## src/common/gpc_pkg.sv

```systemverilog
/*
 * Package for the general-purpose port block: register indices, field
 * positions, reset values and the bus carrier struct.
 * Assumes an AHB-Lite master with 32-bit data and word-aligned accesses.
 */
package gpc_pkg;
   localparam int NPORT = 2;
   localparam int NPIN = 8;
   localparam int IDXW = 8;
   // Register indices; byte address is four times the index.
   localparam logic [IDXW-1:0] IDX_IN_A = 8'h03;
   localparam logic [IDXW-1:0] IDX_DIR_A = 8'h04;
   localparam logic [IDXW-1:0] IDX_OUT_A = 8'h05;
   localparam logic [IDXW-1:0] IDX_IN_B = 8'h06;
   localparam logic [IDXW-1:0] IDX_DIR_B = 8'h07;
   localparam logic [IDXW-1:0] IDX_OUT_B = 8'h08;
   localparam logic [IDXW-1:0] IDX_PORT_CTRL = 8'h12;
   localparam logic [IDXW-1:0] IDX_CHG_FLAGS = 8'h1B;
   localparam logic [IDXW-1:0] IDX_CPU_CTRL = 8'h35;
   localparam logic [IDXW-1:0] IDX_GRP_CTRL = 8'h68;
   localparam logic [IDXW-1:0] IDX_MASK_LOW = 8'h6B;
   localparam logic [IDXW-1:0] IDX_MASK_HIGH = 8'h6C;
   // Field positions.
   localparam int PCR_BBM_LSB = 0;
   localparam int PCR_PUD_LSB = 4;
   localparam int CPU_PUD_BIT = 4;
   localparam int GRP_EN_LSB = 0;
   localparam int GRP_GIE_BIT = 7;
   localparam int GRP_LOW = 0;
   localparam int GRP_HIGH = 1;
   localparam int ADDR_LSB = 2;
   // Reset values and AHB encodings.
   localparam logic [NPIN-1:0] RST_BYTE = 8'h00;
   localparam logic [1:0] RST_PAIR = 2'h0;
   localparam logic [31:0] RST_WORD = 32'h0000_0000;
   localparam logic [1:0] HTRANS_NONSEQ = 2'h2;
   localparam logic HRESP_OKAY = 1'h0;

   // Captured address phase of an AHB transfer.
   typedef struct packed {
      logic valid;
      logic write;
      logic [IDXW-1:0] idx;
   } gpc_dph_s;
endpackage

```

## src/rtl/gpc_port.sv

```systemverilog
/*
 * Two 8-pin general-purpose ports with pin-change flag and mask logic,
 * reached over an AHB-Lite slave.
 * Assumes pins sampled on mclk, single word transfers, one slave on the bus.
 */
// The AHB-Lite interface to the registers was left to the implementer.
module gpc_port (
   // Clock and reset
   input wire logic mclk,
   input wire logic rst_n,
   // AHB-Lite slave
   input wire logic hsel,
   input wire logic [31:0] haddr,
   input wire logic [1:0] htrans,
   input wire logic hwrite,
   input wire logic [2:0] hsize,
   input wire logic hready,
   input wire logic [31:0] hwdata,
   output logic hreadyout,
   output logic hresp,
   output logic [31:0] hrdata,
   // Pins
   input wire logic [15:0] pin_in,
   output logic [15:0] pin_out,
   output logic [15:0] pin_oe,
   output logic [15:0] pin_pullup,
   // Interrupt requests and acknowledges
   input wire logic [1:0] irq_ack,
   output logic [1:0] irq_req
);
   localparam int NP = gpc_pkg::NPORT;
   localparam int NB = gpc_pkg::NPIN;

   logic [NP-1:0][NB-1:0] out_r, out_nxt, dir_r, dir_nxt, dir_q_r, dir_q_nxt;
   logic [NP-1:0][NB-1:0] sync1_r, sync1_nxt, sync2_r, sync2_nxt, prev_r, prev_nxt;
   logic [NP-1:0][NB-1:0] mask_r, mask_nxt, chg;
   logic [NP-1:0] pudp_r, pudp_nxt, bbm_r, bbm_nxt;
   logic [1:0] gen_r, gen_nxt, flag_r, flag_nxt, irq_r, irq_nxt, grp_set;
   logic gpud_r, gpud_nxt, gie_r, gie_nxt;
   logic [NP-1:0][NB-1:0] oe_r, oe_nxt, pout_r, pout_nxt, pu_r, pu_nxt;
   logic hready_r, hready_nxt, hresp_r;
   logic [31:0] hrdata_r, hrdata_nxt;
   gpc_pkg::gpc_dph_s dph_r, dph_nxt;
   logic wr_en, rd_pend_r, rd_pend_nxt;
   logic [gpc_pkg::IDXW-1:0] rd_idx_r, rd_idx_nxt;
   logic [31:0] rdata;
   logic [NB-1:0] wbyte;

   // Bus decode: address phase capture, write in data phase, reads one wait state.
   always_comb begin
      dph_nxt.valid = hsel && hready && (htrans == gpc_pkg::HTRANS_NONSEQ);
      dph_nxt.write = hwrite;
      dph_nxt.idx = haddr[gpc_pkg::ADDR_LSB +: gpc_pkg::IDXW];
      rd_pend_nxt = dph_nxt.valid && !hwrite;
      rd_idx_nxt = dph_nxt.idx;
      hready_nxt = !rd_pend_nxt;
      wr_en = dph_r.valid && dph_r.write;
      wbyte = hwdata[NB-1:0];
   end

   // Read multiplexer.
   always_comb begin
      rdata = gpc_pkg::RST_WORD;
      unique case (rd_idx_r)
         gpc_pkg::IDX_IN_A: rdata[NB-1:0] = sync2_r[0];
         gpc_pkg::IDX_DIR_A: rdata[NB-1:0] = dir_r[0];
         gpc_pkg::IDX_OUT_A: rdata[NB-1:0] = out_r[0];
         gpc_pkg::IDX_IN_B: rdata[NB-1:0] = sync2_r[1];
         gpc_pkg::IDX_DIR_B: rdata[NB-1:0] = dir_r[1];
         gpc_pkg::IDX_OUT_B: rdata[NB-1:0] = out_r[1];
         gpc_pkg::IDX_PORT_CTRL: begin
            rdata[gpc_pkg::PCR_BBM_LSB +: NP] = bbm_r;
            rdata[gpc_pkg::PCR_PUD_LSB +: NP] = pudp_r;
         end
         gpc_pkg::IDX_CHG_FLAGS: rdata[1:0] = flag_r;
         gpc_pkg::IDX_CPU_CTRL: rdata[gpc_pkg::CPU_PUD_BIT] = gpud_r;
         gpc_pkg::IDX_GRP_CTRL: begin
            rdata[gpc_pkg::GRP_EN_LSB +: 2] = gen_r;
            rdata[gpc_pkg::GRP_GIE_BIT] = gie_r;
         end
         gpc_pkg::IDX_MASK_LOW: rdata[NB-1:0] = mask_r[gpc_pkg::GRP_LOW];
         gpc_pkg::IDX_MASK_HIGH: rdata[NB-1:0] = mask_r[gpc_pkg::GRP_HIGH];
         default: rdata = gpc_pkg::RST_WORD;
      endcase
      hrdata_nxt = rd_pend_r ? rdata : hrdata_r;
   end

   // Port registers, synchroniser and pin drive, one generate per port.
   for (genvar p = 0; p < NP; p++) begin : g_port
      localparam logic [gpc_pkg::IDXW-1:0] I_IN = p ? gpc_pkg::IDX_IN_B : gpc_pkg::IDX_IN_A;
      localparam logic [gpc_pkg::IDXW-1:0] I_DIR = p ? gpc_pkg::IDX_DIR_B : gpc_pkg::IDX_DIR_A;
      localparam logic [gpc_pkg::IDXW-1:0] I_OUT = p ? gpc_pkg::IDX_OUT_B : gpc_pkg::IDX_OUT_A;
      always_comb begin
         out_nxt[p] = out_r[p];
         dir_nxt[p] = dir_r[p];
         if (wr_en && dph_r.idx == I_OUT) begin
            out_nxt[p] = wbyte;
         end
         if (wr_en && dph_r.idx == I_IN) begin
            out_nxt[p] = out_r[p] ^ wbyte;
         end
         if (wr_en && dph_r.idx == I_DIR) begin
            dir_nxt[p] = wbyte;
         end
         dir_q_nxt[p] = dir_r[p];
         sync1_nxt[p] = pin_in[p*NB +: NB];
         sync2_nxt[p] = sync1_r[p];
         prev_nxt[p] = sync2_r[p];
         chg[p] = sync2_r[p] ^ prev_r[p];
         // Direction one drives; with the port's bbm bit set, a fresh input-to-output switch waits a cycle.
         oe_nxt[p] = dir_r[p] & ~({NB{bbm_r[p]}} & ~dir_q_r[p]);
         pout_nxt[p] = out_r[p];
         pu_nxt[p] = ~dir_r[p] & out_r[p] & ~{NB{gpud_r | pudp_r[p]}};
      end
   end

   // Control, mask and flag registers.
   always_comb begin
      bbm_nxt = bbm_r;
      pudp_nxt = pudp_r;
      gpud_nxt = gpud_r;
      gen_nxt = gen_r;
      gie_nxt = gie_r;
      mask_nxt = mask_r;
      if (wr_en) begin
         unique case (dph_r.idx)
            gpc_pkg::IDX_PORT_CTRL: begin
               bbm_nxt = hwdata[gpc_pkg::PCR_BBM_LSB +: NP];
               pudp_nxt = hwdata[gpc_pkg::PCR_PUD_LSB +: NP];
            end
            gpc_pkg::IDX_CPU_CTRL: gpud_nxt = hwdata[gpc_pkg::CPU_PUD_BIT];
            gpc_pkg::IDX_GRP_CTRL: begin
               gen_nxt = hwdata[gpc_pkg::GRP_EN_LSB +: 2];
               gie_nxt = hwdata[gpc_pkg::GRP_GIE_BIT];
            end
            gpc_pkg::IDX_MASK_LOW: mask_nxt[gpc_pkg::GRP_LOW] = wbyte;
            gpc_pkg::IDX_MASK_HIGH: mask_nxt[gpc_pkg::GRP_HIGH] = wbyte;
            default: ;
         endcase
      end
      grp_set[gpc_pkg::GRP_HIGH] = gen_r[gpc_pkg::GRP_HIGH]
         && |(chg[1] & mask_r[gpc_pkg::GRP_HIGH]);
      grp_set[gpc_pkg::GRP_LOW] = gen_r[gpc_pkg::GRP_LOW]
         && |(chg[0] & mask_r[gpc_pkg::GRP_LOW]);
      flag_nxt = flag_r & ~irq_ack;
      if (wr_en && dph_r.idx == gpc_pkg::IDX_CHG_FLAGS) begin
         flag_nxt = flag_nxt & ~hwdata[1:0];
      end
      flag_nxt = flag_nxt | grp_set;
      irq_nxt = flag_r & gen_r & {2{gie_r}};
   end

   always_ff @(posedge mclk) begin
      if (!rst_n) begin
         out_r <= '0;
         dir_r <= '0;
         dir_q_r <= '0;
         sync1_r <= '0;
         sync2_r <= '0;
         prev_r <= '0;
         mask_r <= '0;
         pudp_r <= gpc_pkg::RST_PAIR;
         bbm_r <= gpc_pkg::RST_PAIR;
         gpud_r <= 1'b0;
         gen_r <= gpc_pkg::RST_PAIR;
         gie_r <= 1'b0;
         flag_r <= gpc_pkg::RST_PAIR;
         irq_r <= gpc_pkg::RST_PAIR;
         pout_r <= '0;
         pu_r <= '0;
         hready_r <= 1'b1;
         hresp_r <= gpc_pkg::HRESP_OKAY;
         hrdata_r <= gpc_pkg::RST_WORD;
         dph_r <= '0;
         rd_pend_r <= 1'b0;
         rd_idx_r <= '0;
      end else begin
         out_r <= out_nxt;
         dir_r <= dir_nxt;
         dir_q_r <= dir_q_nxt;
         sync1_r <= sync1_nxt;
         sync2_r <= sync2_nxt;
         prev_r <= prev_nxt;
         mask_r <= mask_nxt;
         pudp_r <= pudp_nxt;
         bbm_r <= bbm_nxt;
         gpud_r <= gpud_nxt;
         gen_r <= gen_nxt;
         gie_r <= gie_nxt;
         flag_r <= flag_nxt;
         irq_r <= irq_nxt;
         pout_r <= pout_nxt;
         pu_r <= pu_nxt;
         hready_r <= hready_nxt;
         hresp_r <= gpc_pkg::HRESP_OKAY;
         hrdata_r <= hrdata_nxt;
         dph_r <= dph_nxt;
         rd_pend_r <= rd_pend_nxt;
         rd_idx_r <= rd_idx_nxt;
      end
   end

   // Output enables clear without a clock so pins float during reset.
   always_ff @(posedge mclk or negedge rst_n) begin
      if (!rst_n) begin
         oe_r <= '0;
      end else begin
         oe_r <= oe_nxt;
      end
   end

   assign hreadyout = hready_r;
   assign hresp = hresp_r;
   assign hrdata = hrdata_r;
   assign pin_out = pout_r;
   assign pin_oe = oe_r;
   assign pin_pullup = pu_r;
   assign irq_req = irq_r;
endmodule // gpc_port

```

## config.mk

```make
export PLATFORM = sky130hd
export DESIGN_NAME = gpc_port
export DESIGN_NICKNAME = d
export VERILOG_FILES = /design/src/common/gpc_pkg.sv /design/src/rtl/gpc_port.sv
export SDC_FILE = /design/constraint.sdc
export NUM_CORES = 1
export LEC_CHECK = 0
export BUFFER_PORTS_ARGS = -buffer_cell sky130_fd_sc_hd__buf_2
export CAP_MARGIN = 20
export CORE_MARGIN = 2
export CORE_UTILIZATION = 45
export CTS_CLUSTER_DIAMETER = 200
export DETAILED_ROUTE_END_ITERATION = 8
export GPL_ROUTABILITY_DRIVEN = 0
export PLACE_DENSITY = 0.71
export SYNTH_ARGS = -nofsm -noshare
export SYNTH_HDL_FRONTEND = slang
export SYNTH_SLANG_ARGS = --single-unit
```

## constraint.sdc

```tcl
create_clock -name mclk -period 1.85 [get_ports mclk]
set_clock_uncertainty 0.05 [all_clocks]
set_input_delay 0.185 -clock mclk [delete_from_list [all_inputs] [get_ports mclk]]
set_output_delay 0.185 -clock mclk [all_outputs]
set_load 0.03 [all_outputs]
```

## Word level (Yosys, flattened, before mapping)

Cells that the tools add are included.

| cells by class | value |
|---|---|
| eq/ne operators | 13 |
| multiplexer cells | 11 |
| bitwise gates (word level) | 31 |
| reductions and logical operators | 24 |

Operators by type and width:

| operator | count |
|---|---|
| 8-bit AND | 10 |
| 8-bit NOT | 8 |
| 8-bit by 3-bit == test with 1-bit output, second input constant | 4 |
| 8-bit two-way mux | 4 |
| 8-bit XOR | 4 |
| 8-bit by 7-bit == test with 1-bit output, second input constant | 3 |
| 2-bit case mux with 11 select lines | 1 |
| 1-bit case mux with 9 select lines | 2 |
| 8-bit by 5-bit == test with 1-bit output, second input constant | 2 |
| 2-bit case mux with 8 select lines | 1 |
| 8-bit OR reduction | 2 |
| 1-bit logical AND | 13 |
| 1-bit case mux with 10 select lines | 1 |
| 2-bit AND reduction | 5 |
| 2-bit AND | 4 |
| 8-bit by 2-bit == test with 1-bit output, second input constant | 1 |
| 8-bit by 4-bit == test with 1-bit output, second input constant | 1 |
| 8-bit by 6-bit == test with 1-bit output, second input constant | 1 |
| 1-bit case mux with 8 select lines | 1 |
| 2-bit NOT | 2 |
| 2-bit nonzero test | 2 |
| 2-bit == test, second input constant | 1 |
| 1-bit zero test | 2 |
| 2-bit two-way mux | 1 |
| 2 further kinds | 3 |

| word-level totals | value |
|---|---|
| flip-flop bits (word level) | 192 |
| bits of input ports | 92 |
| output and inout bits | 84 |
| logic and storage cells | 112 |

## Logic depth before layout (Yosys ltp)

| logic depth | value |
|---|---|
| depth after elaboration | 5 |
| depth in mapped cells | 8 |
| depth with buffers taken out | 5 |

## Worst setup path before layout

OpenSTA, ideal clock, no wires.

| timing | value |
|---|---|
| path type | reg-to-reg |
| start point | register rd_idx_r[4] (netlist bit) |
| end point | register hrdata_r[2] (netlist: hrdata[2]) |
| library setup time | 0.060 ns |
| arrival time | 1.856 ns |
| setup slack | -0.117 ns |
| stages on the path, launching flop included | 8 |
| buffers on the path | 2 |
| clock period less this slack | 1.967 ns |
| path through | dfxtp_1 buf_6 or4_4 buf_6 or3_1 o2111a_1 nor2b_2 o221a_1 |

| on the way | value |
|---|---|
| word-level cells in the longest chain between the ends | 2 |
| elaborated cells between the ends (all ways) | 9 |
| those cells by class | eq/ne (8); mux (1) |

Ends and longest elaborated chain:

| what | line | RTL |
|---|---|---|
| start, declared | gpc_port.sv:45 | `logic [gpc_pkg::IDXW-1:0] rd_idx_r, rd_idx_nxt;` |
| start signal, assigned | gpc_port.sv:199 | `rd_idx_r <= rd_idx_nxt;` |
| 8-bit by 7-bit == test with 1-bit output (tied with other cells) | gpc_port.sv:64 | `unique case (rd_idx_r)` |
| 2-bit case mux with 8 select lines * | gpc_port.sv:64 |  |
| end signal, assigned | gpc_port.sv:173 | `hrdata_r <= gpc_pkg::RST_WORD;` |
| end signal, assigned | gpc_port.sv:196 | `hrdata_r <= hrdata_nxt;` |
| end, declared | gpc_port.sv:42 | `logic [31:0] hrdata_r, hrdata_nxt;` |

Every way passes the cells marked *; elsewhere a longest branch is shown, timed or not.
A chain may end at the register's enable or synchronous reset.

## Worst setup path after layout

| timing | value |
|---|---|
| start point | register rd_idx_r[5] (netlist bit) |
| end point | register hrdata_r[2] (netlist: hrdata[2]) |

Same word-level chain as after synthesis.

==> impl_metrics.csv <==
group,metric,value,unit
cells_and_area,finalNetCount,994,
power,leakagePower,3.97,nW
critical_path,path_class,"register to register",
power,peakVddDrop,881,uV
grt,antenna_found_initial,0,
critical_path,setup.worst_path.end_class,"register",
place,portBuffers,99,
power,power_per_cell_area,887,nW/um^2
grt,grt_max_degree,122,
critical_path,worstPathRequired,2.17,ns
cts,cts.sink_count,192,
cts,cts-buffers-inserted,17,
timing,min_period,1.90,ns
floorplan,die_h,134,um
synthesis,yosysWarnings,0,
synthesis,ys_ff_latch,192,
synthesis,synthTopCellsByArea,"dfxtp_1, and2_1, dfrtp_1",
critical_path,cp.arrival,2.23,ns
cells_and_area,num_antenna_cells,0,
place,hpwl,12.9,mm
routing,via_count,5766,
cells_and_area,fill_cells,1432,
grt,grt_pass1_wl,28.6,mm
timing,fmax,0.525,GHz
synthesis,synth_seq_area_share,0.519,
routing,routedWlPerCell,16.5,um
floorplan,die_w,134,um
routing,viasPerCell,5.08,
grt,overflow,0,
routing,drc,0,
grt,grt_pass1_vias,5198,
routing,drt_iter0_drc,446,
routing,routed_wl,18.7,mm
synthesis,synth_edf_count,0,
synthesis,synth_largest_area_cell,"dfxtp_1",
floorplan,ios,176,
routing,drt_first_pass_iters,6,
cells_and_area,area_delta_synth_final,25.0,%
outcome,status,"complete, but fails checks",
synthesis,synth_cell_types,65,
synthesis,synth_top_area_share,0.466,
cells_and_area,final_cells,1135,
place,place_inst,1069,
cts,htreeDepth,4,
synthesis,netlist_instances,751,
cts,insertion_delay,0.43,ns
synthesis,synthArstFlopShare,0.0833,
floorplan,core-area,16500,sq um
outcome,violations,"setup timing",
cts,cts_tree,"done",
critical_path,critPathMaxFanout,5,
timing,rsz0062_at_grt,"yes",
timing,drv_slew,0,
routing,drtAntennaViolNets,0,
cts,cts.clk_slew.worst_paths,0.07,ns
floorplan,rows,47,
cells_and_area,seq_area,3930,sq um
grt,track_usage,0.211,
floorplan,start_util,0.457,
cts,root_buffer,"clkbuf_16",
cts,cts_buffer_depth,2,
timing,hold_ws,0.0226,ns
synthesis,syn_area,7560,sq um
cells_and_area,drive_gt1_frac,0.242,
timing,finalCritPeriodShare,1.03,
timing,fin_ws,-0.0544,ns
timing,final_hold_viol_count,0,
min_path,hp-class,"input port to register",
flow_run,max_cap_viol_count,0,
timing,finalSetupViolCount,7,
synthesis,synth_top_flop_cell,"dfxtp_1",
cells_and_area,multi_input_area,3320,sq um
critical_path,crit_path_start_kind,"register",
floorplan,die_area,17900,sq um
synthesis,avgSynthCellArea,10.1,sq um
-- area by class of cell --
| class | instances | area share |
|---|---|---|
| Tap cell | 220 | 0.0291 |
| Inverter | 22 | 0.00874 |
| Clock inverter | 11 | 0.0132 |
| Sequential cell | 192 | 0.416 |
| Clock buffer | 21 | 0.0489 |
| Timing Repair Buffer | 180 | 0.132 |
| Multi-Input combinational cell | 489 | 0.351 |
-- cell families (layout without fill, tap and decap cells) --
family	count (synthesis)	count (layout)	synth area share
compound gates	106	106	0.105
xor+xnor	24	24	0.0278
buf+inv	94	234	0.0622
flops	192	192	0.519
mux	37	37	0.0510
other cells	1	25	0.000496
simple gates	297	297	0.234
-- worst paths after layout --
path | start | end | slack, ns | depth (start not counted)
worst max-delay path | rd_idx_r[5] | hrdata[2] | -0.05 | 5
max in group asynchronous | rst_n | pin_oe[7] | 1.06 | 3
worst min-delay path | htrans[1] | rd_pend_r | 0.02 | 3
min in group asynchronous | rst_n | pin_oe[9] | 0.35 | 3
worst min register to register | sync1_r[8] | prev_nxt[8] | 0.38 | 1
worst max register to register | rd_idx_r[5] | hrdata[2] | -0.05 | 5
-- per-layer routing --
layer,track usage,routed length [um]
met4,0.0774,502
met5,0,0
met3,0.0438,1350
met2,0.336,8580
met1,0.284,8270
-- state kept, by name, indices dropped and copies added, names as in the netlist, 8 cells and up --
register / flops
out_r: 16
pin_oe: 16
rd_idx_r: 8
dir_q_nxt: 16
sync1_r: 16
prev_nxt: 16
pin_out: 16
dir_q_r: 16
hrdata: 8
prev_r: 16
mask_r: 16
pin_pullup: 16
-- critical path, stage by stage (launching register included) --
cell	delay, ns
dfxtp_2	0.32
or4_4	0.59
or3_1	0.33
o2111a_1	0.17
nor2b_2	0.19
o221a_1	0.20
-- repair_timing --
action | in CTS | in global routing
resized for setup | 0 | 29
endpoints found under the hold margin | 46 | 0
pin swaps | 1 | 9
endpoints found under the setup margin | 16 | 63
hold buffers | 28 | 0
buffers inserted | 2 | 4
-- synth_stat cells (4+ instances only) --
cell type / count
dfxtp_1: 176
and2_1: 101
nand2_1: 65
clkbuf_1: 38
nor2b_1: 35
mux2i_1: 34
buf_4: 25
xor2_1: 24
inv_1: 22
a21boi_0: 21
nand3_1: 19
nor3b_1: 19
dfrtp_1: 16
a22oi_1: 15
nand4_1: 12
o21ai_0: 11
a21oi_1: 9
nor2_1: 8
o21ai_1: 8
a21boi_1: 7
buf_2: 7
and3_1: 5
a31oi_1: 4
a32o_1: 4
nand3b_1: 4
or3b_2: 4
-- placed cells by master, fill, tap and decap left out, types with 4 or more instances in the layout --
| cell | Yosys | layout |
|---|---|---|
| dfxtp_2 | 0 | 4 |
| dfrtp_1 | 16 | 16 |
| dlygate4sd3_1 | 0 | 28 |
| or3b_2 | 4 | 4 |
| a32o_1 | 4 | 4 |
| nand2_1 | 65 | 58 |
| a31oi_1 | 4 | 4 |
| nor3b_1 | 19 | 18 |
| conb_1 | 1 | 25 |
| a21boi_1 | 7 | 7 |
| nand3_1 | 19 | 19 |
| inv_6 | 0 | 4 |
| xor2_1 | 24 | 24 |
| and2_1 | 101 | 100 |
| nand4_1 | 12 | 12 |
| dfxtp_1 | 176 | 171 |
| buf_12 | 0 | 5 |
| buf_2 | 7 | 98 |
| nand3b_1 | 4 | 4 |
| nor2b_1 | 35 | 35 |
| o21ai_1 | 8 | 9 |
| clkbuf_16 | 0 | 18 |
| buf_4 | 25 | 46 |
| nor2_1 | 8 | 7 |
| nand2_2 | 0 | 7 |
| a21boi_0 | 21 | 21 |
| a21oi_1 | 9 | 9 |
| inv_1 | 22 | 22 |
| a22oi_1 | 15 | 14 |
| o21ai_0 | 11 | 10 |
| mux2i_1 | 34 | 32 |
-- metrics by stage --
| stage | utilization | worst slack (ns) | power [W] | setup TNS [ns] | instance area [sq um] |
|---|---|---|---|---|---|
| final | 0.572 | -0.0544 | 0.00838 | -0.175 | 9450 |
| after global routing | 0.572 | -0.110 | 0.00865 | -1.62 | 9450 |
| after detailed placement | 0.511 | -0.0529 | 0.00477 | -0.311 | 8450 |
| after CTS | 0.565 | -0.0425 | 0.00843 | -0.136 | 9330 |
| after floorplan | - | -0.110 | 0.00463 | -1.23 | 7650 |
| after global placement | 0.511 | 0.000200 | 0.00476 | 0 | 8450 |
-- where the power goes --
group          leakage [nW]  total [W]  switching (W)  internal [W]
clock                 0.284    0.00364        0.00156       0.00208
sequential             1.65    0.00423      0.0000387       0.00419
combinational          2.03   0.000512       0.000296      0.000216
Note: power is estimated with default switching activity, not from simulation.
